`src/hdl/sskdp_pkg.sv`:
```
// constants and types for the soft starter kick, decel and protection block
package sskdp_pkg;
  // timing: every timer in the block counts 0.1 s ticks
  localparam int          CLK_PERIOD_NS   = 8;
  localparam longint      TICK_PERIOD_NS  = 100000000;
  localparam int          TICK_CYCLES     = int'(TICK_PERIOD_NS / CLK_PERIOD_NS);
  localparam logic [7:0]  KICK_MAX_TENTHS = 8'h14;
  localparam logic [3:0]  TENTHS_PER_SEC  = 4'hA;
  localparam logic [6:0]  PCT_SCALE       = 7'h64;
  // register word indices, byte address is four times the index
  localparam int          REG_COUNT       = 11;
  localparam logic [3:0]  IDX_CTRL        = 4'h0;
  localparam logic [3:0]  IDX_KICK        = 4'h1;
  localparam logic [3:0]  IDX_DECEL       = 4'h2;
  localparam logic [3:0]  IDX_RESTART     = 4'h3;
  localparam logic [3:0]  IDX_IMBAL       = 4'h4;
  localparam logic [3:0]  IDX_OVERCUR     = 4'h5;
  localparam logic [3:0]  IDX_UNDERCUR    = 4'h6;
  localparam logic [3:0]  IDX_GNDFAULT    = 4'h7;
  localparam logic [3:0]  IDX_MOTOR       = 4'h8;
  localparam logic [3:0]  IDX_RAMPINIT    = 4'h9;
  localparam logic [3:0]  IDX_STATUS      = 4'hA;
  // field positions
  localparam int          CTRL_RUN_BIT    = 0;
  localparam int          CTRL_CLEAR_BIT  = 1;
  localparam int          LVL_LSB         = 0;
  localparam int          DLY_LSB         = 16;
  localparam int          DEC_MODE_LSB    = 0;
  localparam int          DEC_BEGIN_LSB   = 8;
  localparam int          DEC_SHUT_LSB    = 16;
  localparam int          DEC_TIME_LSB    = 24;
  localparam int          KICK_DUR_LSB    = 8;
  localparam int          RAMP_VOLT_BIT   = 8;
  localparam int          CT_LSB          = 16;
  // reset values
  localparam logic [31:0] RST_CTRL        = 32'h0000_0000;
  localparam logic [31:0] RST_KICK        = 32'h0000_0800;
  localparam logic [31:0] RST_DECEL       = 32'h0A1E_3C00;
  localparam logic [31:0] RST_RESTART     = 32'h0000_0000;
  localparam logic [31:0] RST_IMBAL       = 32'h0002_0000;
  localparam logic [31:0] RST_OVERCUR     = 32'h0001_0000;
  localparam logic [31:0] RST_UNDERCUR    = 32'h0002_0000;
  localparam logic [31:0] RST_GNDFAULT    = 32'h0002_0000;
  localparam logic [31:0] RST_MOTOR       = 32'h0064_0064;
  localparam logic [31:0] RST_RAMPINIT    = 32'h0000_013C;
  // decel mode codes
  localparam logic [1:0]  DECEL_OFF       = 2'h0;
  localparam logic [1:0]  DECEL_OL_STOPS  = 2'h1;
  localparam logic [1:0]  DECEL_OL_RIDES  = 2'h2;
  // trip flag positions
  localparam int          TRIP_IMBAL      = 0;
  localparam int          TRIP_OVERCUR    = 1;
  localparam int          TRIP_UNDERCUR   = 2;
  localparam int          TRIP_GNDFAULT   = 3;
  localparam int          TRIP_OVERLOAD   = 4;
  localparam int          NUM_PROT        = 4;

  typedef enum logic [2:0] {
    ST_IDLE,
    ST_KICK,
    ST_ACCEL,
    ST_DECEL,
    ST_TRIP
  } sskdp_state_e;
endpackage

```
`src/hdl/sskdp_soft_starter.sv`:
```
// kick start, decel ramp, restart delay and current protection sequencer
// Notes on behaviour
// - a kick pulse never lasts longer than two seconds
// - nonzero kick level gives a pulse before initial torque; zero disables it
// - kick holds for the set duration, 0.1 to 2 s, default 0.8 s
// - dwell start (kick equal to initial level) only in voltage ramp mode
// - decel mode 0: stop command removes output at once
// - decel mode 1: ramp, but an overload trip removes power
// - decel mode 2: ramp continues through an overload trip
// - stop with decel first drops output to begin level, default 60 %
// - starter turns off when ramp reaches shut-off level, default 30 %
// - ramp from begin to shut-off takes at most the set ramp time
// - after power loss, restart is blocked until restart delay elapses
// - imbalance, over and under current scale on full load current; ground on CT
// - every protection trip is off by default, active once level nonzero
// - trip when two phases differ by more than imbalance level for its delay
// - imbalance delay 1 to 20 s, default 2 s
// - trip when any phase exceeds over-current level for its delay
// - over-current delay 1 to 20 s, default 1 s
// - trip when any phase falls below under-current level for its delay
// - under-current delay 1 to 60 s, default 2 s
// - trip when ground current exceeds its percentage of the CT value
// - ground current is the residual sum of the three phase currents
// - ground trip fires only after its delay, 1 to 60 s, default 2 s
//
// Chosen here: the Avalon-MM interface to the registers and the register offsets.
module sskdp_soft_starter #(
  parameter int TICK_CYCLES = sskdp_pkg::TICK_CYCLES
) (
  // clock and reset
  input  wire logic               clk,
  input  wire logic               rst,
  // avalon-mm slave
  input  wire logic [5:0]         avsAddress,
  input  wire logic               avsRead,
  input  wire logic               avsWrite,
  input  wire logic [31:0]        avsWriteData,
  input  wire logic [3:0]         avsByteEnable,
  output logic      [31:0]        avsReadData,
  output logic                    avsWaitRequest,
  // power stage measurements
  input  wire logic signed [15:0] phaseCurrentA,
  input  wire logic signed [15:0] phaseCurrentB,
  input  wire logic signed [15:0] phaseCurrentC,
  input  wire logic               linePowerGood,
  input  wire logic               overloadTrip,
  // power stage control
  output logic      [7:0]         voltageRef,
  output logic                    accelRampGo,
  output logic                    tripActive
);
  import sskdp_pkg::*;

  localparam logic [31:0] RST_TABLE [0:REG_COUNT-1] = '{RST_CTRL, RST_KICK, RST_DECEL,
    RST_RESTART, RST_IMBAL, RST_OVERCUR, RST_UNDERCUR, RST_GNDFAULT, RST_MOTOR,
    RST_RAMPINIT, 32'h0000_0000};

  function automatic logic [15:0] absVal(input logic signed [17:0] v);
    logic [17:0] m;
    m = v[17] ? 18'(-v) : 18'(v);
    absVal = (m > 18'h0FFFF) ? 16'hFFFF : m[15:0];
  endfunction

  // scaled compare: current * 100 against percent * base
  function automatic logic [31:0] pctOf(input logic [8:0] pct, input logic [15:0] base);
    pctOf = 32'(pct) * 32'(base);
  endfunction

  function automatic logic [31:0] amps100(input logic [15:0] amps);
    amps100 = 32'(amps) * 32'(PCT_SCALE);
  endfunction

  // avalon slave: one wait cycle, answer on the second edge
  logic              ackReg;
  logic [31:0]       rdDataReg;
  logic [31:0]       cfgReg [0:REG_COUNT-1];
  logic [31:0]       statusWord;
  logic [31:0]       byteMask;
  wire  [3:0]        regIdx    = avsAddress[5:2];
  wire               mapped    = (regIdx < 4'(REG_COUNT));
  wire               wrTake    = avsWrite & ackReg;
  wire               clearPulse = wrTake & (regIdx == IDX_CTRL) & avsByteEnable[0]
                                 & avsWriteData[CTRL_CLEAR_BIT];

  assign avsWaitRequest = (avsRead | avsWrite) & ~ackReg;
  assign avsReadData    = rdDataReg;
  assign byteMask       = {{8{avsByteEnable[3]}}, {8{avsByteEnable[2]}},
                           {8{avsByteEnable[1]}}, {8{avsByteEnable[0]}}};

  always_ff @(posedge clk) begin
    if (rst) begin
      ackReg    <= 1'b0;
      rdDataReg <= 32'h0000_0000;
    end else begin
      ackReg <= (avsRead | avsWrite) & ~ackReg;
      if (avsRead & ~ackReg) begin
        rdDataReg <= !mapped ? 32'h0000_0000 :
                     (regIdx == IDX_STATUS) ? statusWord : cfgReg[regIdx];
      end
    end
  end

  // status word is read-only; the clear bit of control is never stored
  genvar gi;
  generate
    for (gi = 0; gi < REG_COUNT; gi++) begin : g_cfg
      always_ff @(posedge clk) begin
        if (rst) begin
          cfgReg[gi] <= RST_TABLE[gi];
        end else if (wrTake && regIdx == 4'(gi) && gi != IDX_STATUS) begin
          // only the control word drops its clear bit; other words keep bit 1 as data
          cfgReg[gi] <= ((cfgReg[gi] & ~byteMask) | (avsWriteData & byteMask))
                        & ~((gi == IDX_CTRL) ? (32'h1 << CTRL_CLEAR_BIT) : 32'h0);
        end
      end
    end
  endgenerate

  // configuration fields
  wire         runCmd     = cfgReg[IDX_CTRL][CTRL_RUN_BIT];
  wire  [7:0]  kickLevel  = cfgReg[IDX_KICK][7:0];
  wire  [7:0]  kickDur    = cfgReg[IDX_KICK][KICK_DUR_LSB +: 8];
  wire  [1:0]  decelMode  = cfgReg[IDX_DECEL][DEC_MODE_LSB +: 2];
  wire  [7:0]  decelBegin = cfgReg[IDX_DECEL][DEC_BEGIN_LSB +: 8];
  wire  [7:0]  decelShut  = cfgReg[IDX_DECEL][DEC_SHUT_LSB +: 8];
  wire  [7:0]  decelTime  = cfgReg[IDX_DECEL][DEC_TIME_LSB +: 8];
  wire  [9:0]  restartSec = cfgReg[IDX_RESTART][9:0];
  wire  [15:0] fullLoad   = cfgReg[IDX_MOTOR][15:0];
  wire  [15:0] ctValue    = cfgReg[IDX_MOTOR][CT_LSB +: 16];
  wire  [7:0]  rampInitV  = cfgReg[IDX_RAMPINIT][7:0];
  wire         voltMode   = cfgReg[IDX_RAMPINIT][RAMP_VOLT_BIT];

  // 0.1 s tick shared by every timer
  logic [23:0] prescReg;
  wire         tick = (prescReg == 24'(TICK_CYCLES - 1));

  always_ff @(posedge clk) begin
    if (rst || tick) begin
      prescReg <= 24'h00_0000;
    end else begin
      prescReg <= prescReg + 24'h00_0001;
    end
  end

  // current measurements
  wire  [15:0] magA     = absVal(18'(phaseCurrentA));
  wire  [15:0] magB     = absVal(18'(phaseCurrentB));
  wire  [15:0] magC     = absVal(18'(phaseCurrentC));
  wire  [15:0] magMax   = (magA > magB) ? ((magA > magC) ? magA : magC)
                                        : ((magB > magC) ? magB : magC);
  wire  [15:0] magMin   = (magA < magB) ? ((magA < magC) ? magA : magC)
                                        : ((magB < magC) ? magB : magC);
  wire  [15:0] gndCur   = absVal(18'(phaseCurrentA) + 18'(phaseCurrentB)
                                 + 18'(phaseCurrentC));

  // protection conditions, each only while the motor is powered
  logic [NUM_PROT-1:0] protCond;
  logic [8:0]          protLevel [0:NUM_PROT-1];
  logic [7:0]          protDelay [0:NUM_PROT-1];
  logic [NUM_PROT-1:0] protExpire;
  logic [11:0]         protCntReg [0:NUM_PROT-1];
  logic [4:0]          tripReg;
  sskdp_state_e        stateReg;
  sskdp_state_e        stateNext;
  wire                 motorOn = (stateReg == ST_KICK) || (stateReg == ST_ACCEL)
                                 || (stateReg == ST_DECEL);

  generate
    for (gi = 0; gi < NUM_PROT; gi++) begin : g_fld
      assign protLevel[gi] = cfgReg[IDX_IMBAL + 4'(gi)][LVL_LSB +: 9];
      assign protDelay[gi] = cfgReg[IDX_IMBAL + 4'(gi)][DLY_LSB +: 8];
    end
  endgenerate

  assign protCond[TRIP_IMBAL]    = amps100(magMax - magMin)
                                   > pctOf(protLevel[TRIP_IMBAL], fullLoad);
  assign protCond[TRIP_OVERCUR]  = amps100(magMax)
                                   > pctOf(protLevel[TRIP_OVERCUR], fullLoad);
  assign protCond[TRIP_UNDERCUR] = amps100(magMin)
                                   < pctOf(protLevel[TRIP_UNDERCUR], fullLoad);
  assign protCond[TRIP_GNDFAULT] = amps100(gndCur)
                                   > pctOf(protLevel[TRIP_GNDFAULT], ctValue);

  // delay timers count ticks of 0.1 s; a clear fault starts them over
  generate
    for (gi = 0; gi < NUM_PROT; gi++) begin : g_prot
      wire        armed  = motorOn && protLevel[gi] != 9'h000;
      wire [11:0] target = 12'(protDelay[gi]) * 12'(TENTHS_PER_SEC);
      assign protExpire[gi] = armed && protCond[gi] && protCntReg[gi] >= target;
      always_ff @(posedge clk) begin
        if (rst || !(armed && protCond[gi])) begin
          protCntReg[gi] <= 12'h000;
        end else if (tick && protCntReg[gi] < target) begin
          protCntReg[gi] <= protCntReg[gi] + 12'h001;
        end
      end
    end
  endgenerate

  // overload stops a decel ramp in every mode except mode 2
  wire olStops  = overloadTrip && motorOn
                  && !(stateReg == ST_DECEL && decelMode == DECEL_OL_RIDES);
  wire anyTrip  = (|protExpire) || olStops;

  // trip flags are sticky; a new trip beats a clear in the same cycle
  always_ff @(posedge clk) begin
    if (rst) begin
      tripReg <= 5'h00;
    end else begin
      tripReg <= (clearPulse ? 5'h00 : tripReg) | {olStops, protExpire};
    end
  end

  // restart delay after the line comes back
  logic        pgPrevReg;
  logic [13:0] restartCntReg;
  wire         restartBlocked = (restartCntReg != 14'h0000);

  always_ff @(posedge clk) begin
    if (rst) begin
      pgPrevReg     <= 1'b1;
      restartCntReg <= 14'h0000;
    end else begin
      pgPrevReg <= linePowerGood;
      if (linePowerGood && !pgPrevReg) begin
        restartCntReg <= 14'(restartSec) * 14'(TENTHS_PER_SEC);
      end else if (tick && restartBlocked) begin
        restartCntReg <= restartCntReg - 14'h0001;
      end
    end
  end

  // kick timing, never past two seconds
  logic [7:0] kickCntReg;
  wire  [7:0] kickDurNz  = (kickDur == 8'h00) ? 8'h01 : kickDur;
  wire  [7:0] kickTarget = (kickDurNz > KICK_MAX_TENTHS) ? KICK_MAX_TENTHS : kickDurNz;
  wire        kickDone   = tick && (kickCntReg + 8'h01 >= kickTarget);
  // dwell needs the kick to equal initial torque, which current mode cannot honour
  wire        kickUse    = (kickLevel != 8'h00)
                           && !(kickLevel == rampInitV && !voltMode);

  // decel ramp: bresenham steps of 1 % spread over the ramp time
  logic [7:0]  decelLvlReg;
  logic [15:0] decelAccReg;
  wire  [7:0]  decelSpan  = (decelBegin > decelShut) ? (decelBegin - decelShut) : 8'h00;
  wire  [15:0] decelTen   = 16'(decelTime) * 16'(TENTHS_PER_SEC);
  wire         decelStep  = !tick && decelAccReg >= decelTen && decelLvlReg > decelShut;
  wire         decelEnd   = decelLvlReg <= decelShut;
  wire         stopCmd    = !runCmd || !linePowerGood;
  wire         startOk    = runCmd && linePowerGood && !restartBlocked && tripReg == 5'h00;

  always_comb begin
    stateNext = stateReg;
    case (stateReg)
      ST_IDLE: begin
        if (startOk) begin
          stateNext = kickUse ? ST_KICK : ST_ACCEL;
        end
      end
      ST_KICK: begin
        if (anyTrip) begin
          stateNext = ST_TRIP;
        end else if (stopCmd) begin
          stateNext = ST_IDLE;
        end else if (kickDone) begin
          stateNext = ST_ACCEL;
        end
      end
      ST_ACCEL: begin
        if (anyTrip) begin
          stateNext = ST_TRIP;
        end else if (stopCmd) begin
          stateNext = (decelMode == DECEL_OFF || !linePowerGood)
                      ? ST_IDLE : ST_DECEL;
        end
      end
      ST_DECEL: begin
        if (anyTrip) begin
          stateNext = ST_TRIP;
        end else if (decelEnd || !linePowerGood) begin
          stateNext = ST_IDLE;
        end else if (runCmd) begin
          stateNext = ST_ACCEL;
        end
      end
      ST_TRIP: begin
        if (tripReg == 5'h00) begin
          stateNext = ST_IDLE;
        end
      end
      default: begin
        stateNext = ST_IDLE;
      end
    endcase
  end

  always_ff @(posedge clk) begin
    if (rst) begin
      stateReg <= ST_IDLE;
    end else begin
      stateReg <= stateNext;
    end
  end

  always_ff @(posedge clk) begin
    if (rst || stateReg != ST_KICK) begin
      kickCntReg <= 8'h00;
    end else if (tick) begin
      kickCntReg <= kickCntReg + 8'h01;
    end
  end

  always_ff @(posedge clk) begin
    if (rst) begin
      decelLvlReg <= 8'h00;
      decelAccReg <= 16'h0000;
    end else if (stateReg != ST_DECEL) begin
      decelLvlReg <= decelBegin;
      decelAccReg <= 16'(decelSpan); // preload: a late first tick cannot stretch the ramp
    end else if (tick) begin
      decelAccReg <= decelAccReg + 16'(decelSpan);
    end else if (decelStep) begin
      decelAccReg <= decelAccReg - decelTen;
      decelLvlReg <= decelLvlReg - 8'h01;
    end
  end

  // outputs come from flops; a trip forces the reference to zero
  logic [7:0] voltSel;
  logic       goReg;
  logic       tripOutReg;
  logic [7:0] voltRefReg;

  assign voltSel = (stateReg == ST_KICK)  ? kickLevel :
                   (stateReg == ST_ACCEL) ? rampInitV :
                   (stateReg == ST_DECEL) ? decelLvlReg : 8'h00;

  always_ff @(posedge clk) begin
    if (rst) begin
      voltRefReg <= 8'h00;
      goReg      <= 1'b0;
      tripOutReg <= 1'b0;
    end else begin
      voltRefReg <= voltSel;
      goReg      <= (stateReg == ST_ACCEL);
      tripOutReg <= (stateReg == ST_TRIP);
    end
  end

  assign voltageRef  = voltRefReg;
  assign accelRampGo = goReg;
  assign tripActive  = tripOutReg;
  assign statusWord  = {8'h00, decelLvlReg, restartBlocked, 2'h0, tripReg,
                        voltRefReg[7:3] == 5'h00 ? 1'b0 : 1'b1, 4'h0, 3'(stateReg)};

  chk_kick_limit: assert property (@(posedge clk) disable iff (rst)
    stateReg == ST_KICK |-> kickCntReg < KICK_MAX_TENTHS)
    else $error("kick pulse ran past two seconds");
  chk_kick_level: assert property (@(posedge clk) disable iff (rst)
    stateReg == ST_KICK |=> voltageRef == $past(kickLevel))
    else $error("kick output not at kick level");
  chk_kick_skip: assert property (@(posedge clk) disable iff (rst)
    (stateReg == ST_IDLE && startOk && kickLevel == 8'h00) |=> stateReg == ST_ACCEL)
    else $error("zero kick level did not skip the kick");
  chk_dwell_mode: assert property (@(posedge clk) disable iff (rst)
    $rose(stateReg == ST_KICK) |-> !($past(kickLevel) == $past(rampInitV) && !$past(voltMode)))
    else $error("dwell kick taken in current ramp mode");
  chk_stop_nodecel: assert property (@(posedge clk) disable iff (rst)
    (stateReg == ST_ACCEL && !runCmd && decelMode == DECEL_OFF && !anyTrip)
    |=> stateReg == ST_IDLE ##1 voltageRef == 8'h00)
    else $error("stop without decel kept output");
  chk_decel_begin: assert property (@(posedge clk) disable iff (rst)
    (stateReg == ST_ACCEL && !runCmd && linePowerGood && decelMode != DECEL_OFF && !anyTrip)
    |=> stateReg == ST_DECEL ##1 voltageRef == $past(decelBegin, 2))
    else $error("decel did not start at begin level");
  chk_decel_ol1: assert property (@(posedge clk) disable iff (rst)
    (stateReg == ST_DECEL && overloadTrip && decelMode == DECEL_OL_STOPS) |=> stateReg == ST_TRIP)
    else $error("overload did not stop decel in mode one");
  chk_decel_ol2: assert property (@(posedge clk) disable iff (rst)
    (stateReg == ST_DECEL && overloadTrip && decelMode == DECEL_OL_RIDES && !(|protExpire))
    |=> stateReg != ST_TRIP)
    else $error("overload ended decel in mode two");
  chk_shutoff_end: assert property (@(posedge clk) disable iff (rst)
    (stateReg == ST_DECEL && decelEnd && !anyTrip) |=> stateReg == ST_IDLE)
    else $error("decel ran below shut-off level");
  chk_restart_hold: assert property (@(posedge clk) disable iff (rst)
    (stateReg == ST_IDLE && restartBlocked) |=> stateReg == ST_IDLE)
    else $error("start taken during restart delay");
  chk_timer_clear: assert property (@(posedge clk) disable iff (rst)
    !protCond[TRIP_OVERCUR] |=> protCntReg[TRIP_OVERCUR] == 12'h000)
    else $error("over-current timer kept count after fault cleared");
  chk_trip_off: assert property (@(posedge clk) disable iff (rst)
    (|protExpire) |=> stateReg == ST_TRIP ##2 (voltageRef == 8'h00 && tripActive))
    else $error("expired timer did not remove output");
endmodule // sskdp_soft_starter

```
`config.mk`:
```
export PLATFORM = sky130hd
export DESIGN_NAME = sskdp_soft_starter
export DESIGN_NICKNAME = d
export VERILOG_FILES = /design/src/hdl/sskdp_pkg.sv /design/src/hdl/sskdp_soft_starter.sv
export SDC_FILE = /design/constraint.sdc
export NUM_CORES = 2
export LEC_CHECK = 0
export BUFFER_PORTS_ARGS = -buffer_cell sky130_fd_sc_hd__buf_2
export CAP_MARGIN = 10
export CORE_MARGIN = 8
export CORE_UTILIZATION = 55
export CTS_CLUSTER_DIAMETER = 60
export DETAILED_ROUTE_END_ITERATION = 12
export GPL_TIMING_DRIVEN = 0
export PLACE_DENSITY = 0.71
export SYNTH_ARGS = -nofsm -noshare
export SYNTH_HDL_FRONTEND = slang
export SYNTH_SLANG_ARGS = --single-unit
```
`constraint.sdc`:
```
create_clock -name clk -period 23.3 [get_ports clk]
set_clock_uncertainty 0.1 [all_clocks]
set_input_delay 2.33 -clock clk [delete_from_list [all_inputs] [get_ports clk]]
set_output_delay 2.33 -clock clk [all_outputs]
set_load 0.02 [all_outputs]
```
==> reports/qor.csv <==
metric;value;unit
post-route ant nets;0;
status;completed;
number of global-route vias before repair;50100;
Port Buffers;130;
DRC Markers;0;
Post-Place Cells;8076;
library cells used by synthesis;89;
post-DR wirelength/cell;22.1;um
TritonCTS buffer count;47;
Pleak;28.4;nW
startpoint types;primary input;
RSZ-0062 raised after global routing;false;
Seq cells post-synth;489;
register area;13500;sq um
hold_buf cts;0;
1st-iter DRT viols;4699;
Least-Margin Pin Slew;1.22;ns
Initial Util;0.553;
mux cell area share after synthesis;0.0338;
Core ar.;107000;sq um
Fillers;9439;
Final Setup Violations;0;
GRT Overall Usage;0.300;
Period minus WS final;15.85;ns
Clk Latency, worst-skew pair;0.60;ns
Slew headroom;0.186;
Mapped Avg Cell Area;9.05;sq um
routability cong.;0.995;
Fin. Hold Viols;0;
number of flops mapped to enable cells by yosys;367;
largest net degree at the start of global routing;33;
Final Instance Area;63400;sq um
CTS Buffer Depth;3;
area of the die;118000;sq um
overall die width;344;um
global-route wire length before repair;280;mm
Area Overhead vs Synth;7.17;%
total power;10.6;mW
Seq/Total Area, Yosys;0.228;
dpl hpwl;145;mm
multi-input logic area;41800;sq um
IO Pins;139;
Resized Gates After CTS;0;
most used cell, CP;ha_1;
Max-Cap Viols;0;
Clock Pin Slew Worst Setup and Hold Paths;0.07;ns
CP Data Required Time;23.45;ns
leading cell types in the layout, fill and taps excluded;736 x inv_1, 720 x ha_1, 652 x nand2_1, 605 x a21oi_1, 467 x fa_1;
leading cell type in the layout, fill and taps excluded;inv_1;
Post-Layout Cell Count;8172;
FMAX;63.1;MHz
fin crit share;0.680;
CP Max Fanout;12;
H-tree depth;2;
Setup TNS Final;0;ns
Post-Syn Instances;6532;
Synth Area in Simple Gates;0.173;
site row count;120;
initial antenna violation count;7;
hold slack final;0.365;ns
Compound-Gate Fraction of Synth Area;0.137;
Critical Setup Path Class;primary input to flop;
Post-Route WL;180;mm
dpl cell area;61800;sq um
Crit path arrival time;16.00;ns
root buffer cell;clkbuf_16;
xor/xnor share of the synthesized area;0.0515;
final net count;8005;
CTS tree;done;
DIE HEIGHT;344;um
overflow left after global routing;0;
P per Cell Area;167;nW/um^2
Slew Limit Fails;0;
clk sinks;489;
Cell Area, Synth;59100;sq um
HP Class;flop to flop;
layout cells sized above 1;0.0519;
CP max-delay cell;a221oi_1;
async set-reset flop share out of synthesis;0;
Synth Area in Adders;0.311;
Post-CTS Setup Inserts;0;
largest family of logic cells by synthesized area;adder cells;
DR vias/cell;6.11;
routed via count;50000;
Syn. warnings;0;
largest stage delay on the critical path;0.95;ns
DRT Pass-1 Iters;8;
main flop type after synthesis;edfxtp_1;
Peak VDD IR;536;uV
Worst setup EP type;flop;
==> sequential cells by signal, indices dropped and copies added, names as in the netlist, 5 cells and up <==
| signal | cells |
|---|---|
| cfgReg | 319 |
| protCntReg | 48 |
| avsReadData | 32 |
| prescReg | 24 |
| decelAccReg | 16 |
| restartCntReg | 14 |
| decelLvlReg | 8 |
| kickCntReg | 8 |
| voltageRef | 8 |
| tripReg | 5 |
==> final timing paths <==
kind	start	to	slack, ns	cells past startpoint
max	phaseCurrentA[7]	protCntReg[0][7]	7.45	52
min	avsReadData[20]	avsReadData[20]	0.37	2
max reg2reg	cfgReg[8][5]	protCntReg[2][10]	14.08	29
min reg2reg	avsReadData[20]	avsReadData[20]	0.37	2
==> where the power goes <==
part	internal [mW]	switching, mW
clock network	0.436	0.361
registers	0.969	0.0385
logic	3.76	5.03
==> worst max-delay path: cells and delay by family <==
family                   cells  cell delay [ns]
AND/OR/NAND/NOR             16             4.21
buffers and inverters        8             1.22
adder cells (fa/ha/maj)      8             2.67
AO/OA/AOI/OAI               17             4.21
XOR/XNOR                     3             1.32
==> cells by family after synthesis <==
| family | after synthesis |
|---|---|
| AO/OA/AOI/OAI | 1314 |
| XOR/XNOR | 343 |
| adder cells (fa/ha/maj) | 1189 |
| buffers and inverters | 1038 |
| flip-flops | 489 |
| multiplexers | 118 |
| other | 1 |
| AND/OR/NAND/NOR | 2040 |
==> synth_stat cells (19+ instances only) <==
cell      number  area share
inv_1        736       0.047
ha_1         720        0.15
nand2_1      656       0.042
a21oi_1      605       0.051
fa_1         467        0.16
edfxtp_1     367        0.19
nand2b_1     340       0.036
nor2_1       293       0.019
clkbuf_1     272       0.017
and2_1       227       0.024
o21ai_0      215       0.018
xnor2_1      177       0.026
xor2_1       162       0.024
dfxtp_1      122       0.041
nand3_1      122       0.010
nor3_1        92      0.0078
a21o_1        90       0.011
mux4_2        63       0.024
and3_1        54      0.0057
nor2b_1       47      0.0050
nand4_1       45      0.0048
or3_1         43      0.0046
nor4_1        38      0.0040
a211oi_1      37      0.0047
mux2i_1       36      0.0061
a221oi_1      35      0.0052
o21a_1        35      0.0044
o21bai_1      30      0.0038
a31oi_1       27      0.0029
o31ai_1       26      0.0033
a221o_1       25      0.0042
a22oi_1       22      0.0028
buf_1         22      0.0014
o211ai_1      22      0.0028
o22ai_1       19      0.0020
or2_2         19      0.0020
==> layer usage <==
layer	global-route usage	wire, um	vias to the layer above
met3	0.0552	16700	525
met4	0.169	12300	4
met5	0	52	-
met2	0.495	83000	2404
met1	0.371	68400	24200
li1	-	-	22900
==> area by class of cell <==
class	instances	area share
Sequential cell	489	0.212
Inverter	738	0.0437
Buffer	300	0.0179
Clock inverter	29	0.00444
Multi-Input combinational cell	5007	0.660
Antenna cell	9	0.000355
Clock buffer	58	0.0200
Tap cell	1403	0.0277
Timing Repair Buffer	139	0.0130
==> stage by stage <==
stage,util,setup WS (ns)
after global routing,0.593,6.54
after detailed placement,0.578,6.93
after global placement,0.576,7.11
after CTS,0.592,7.51
final,0.593,7.45
after floorplan,-,9.92
Note: power is estimated with default switching activity, not from simulation.
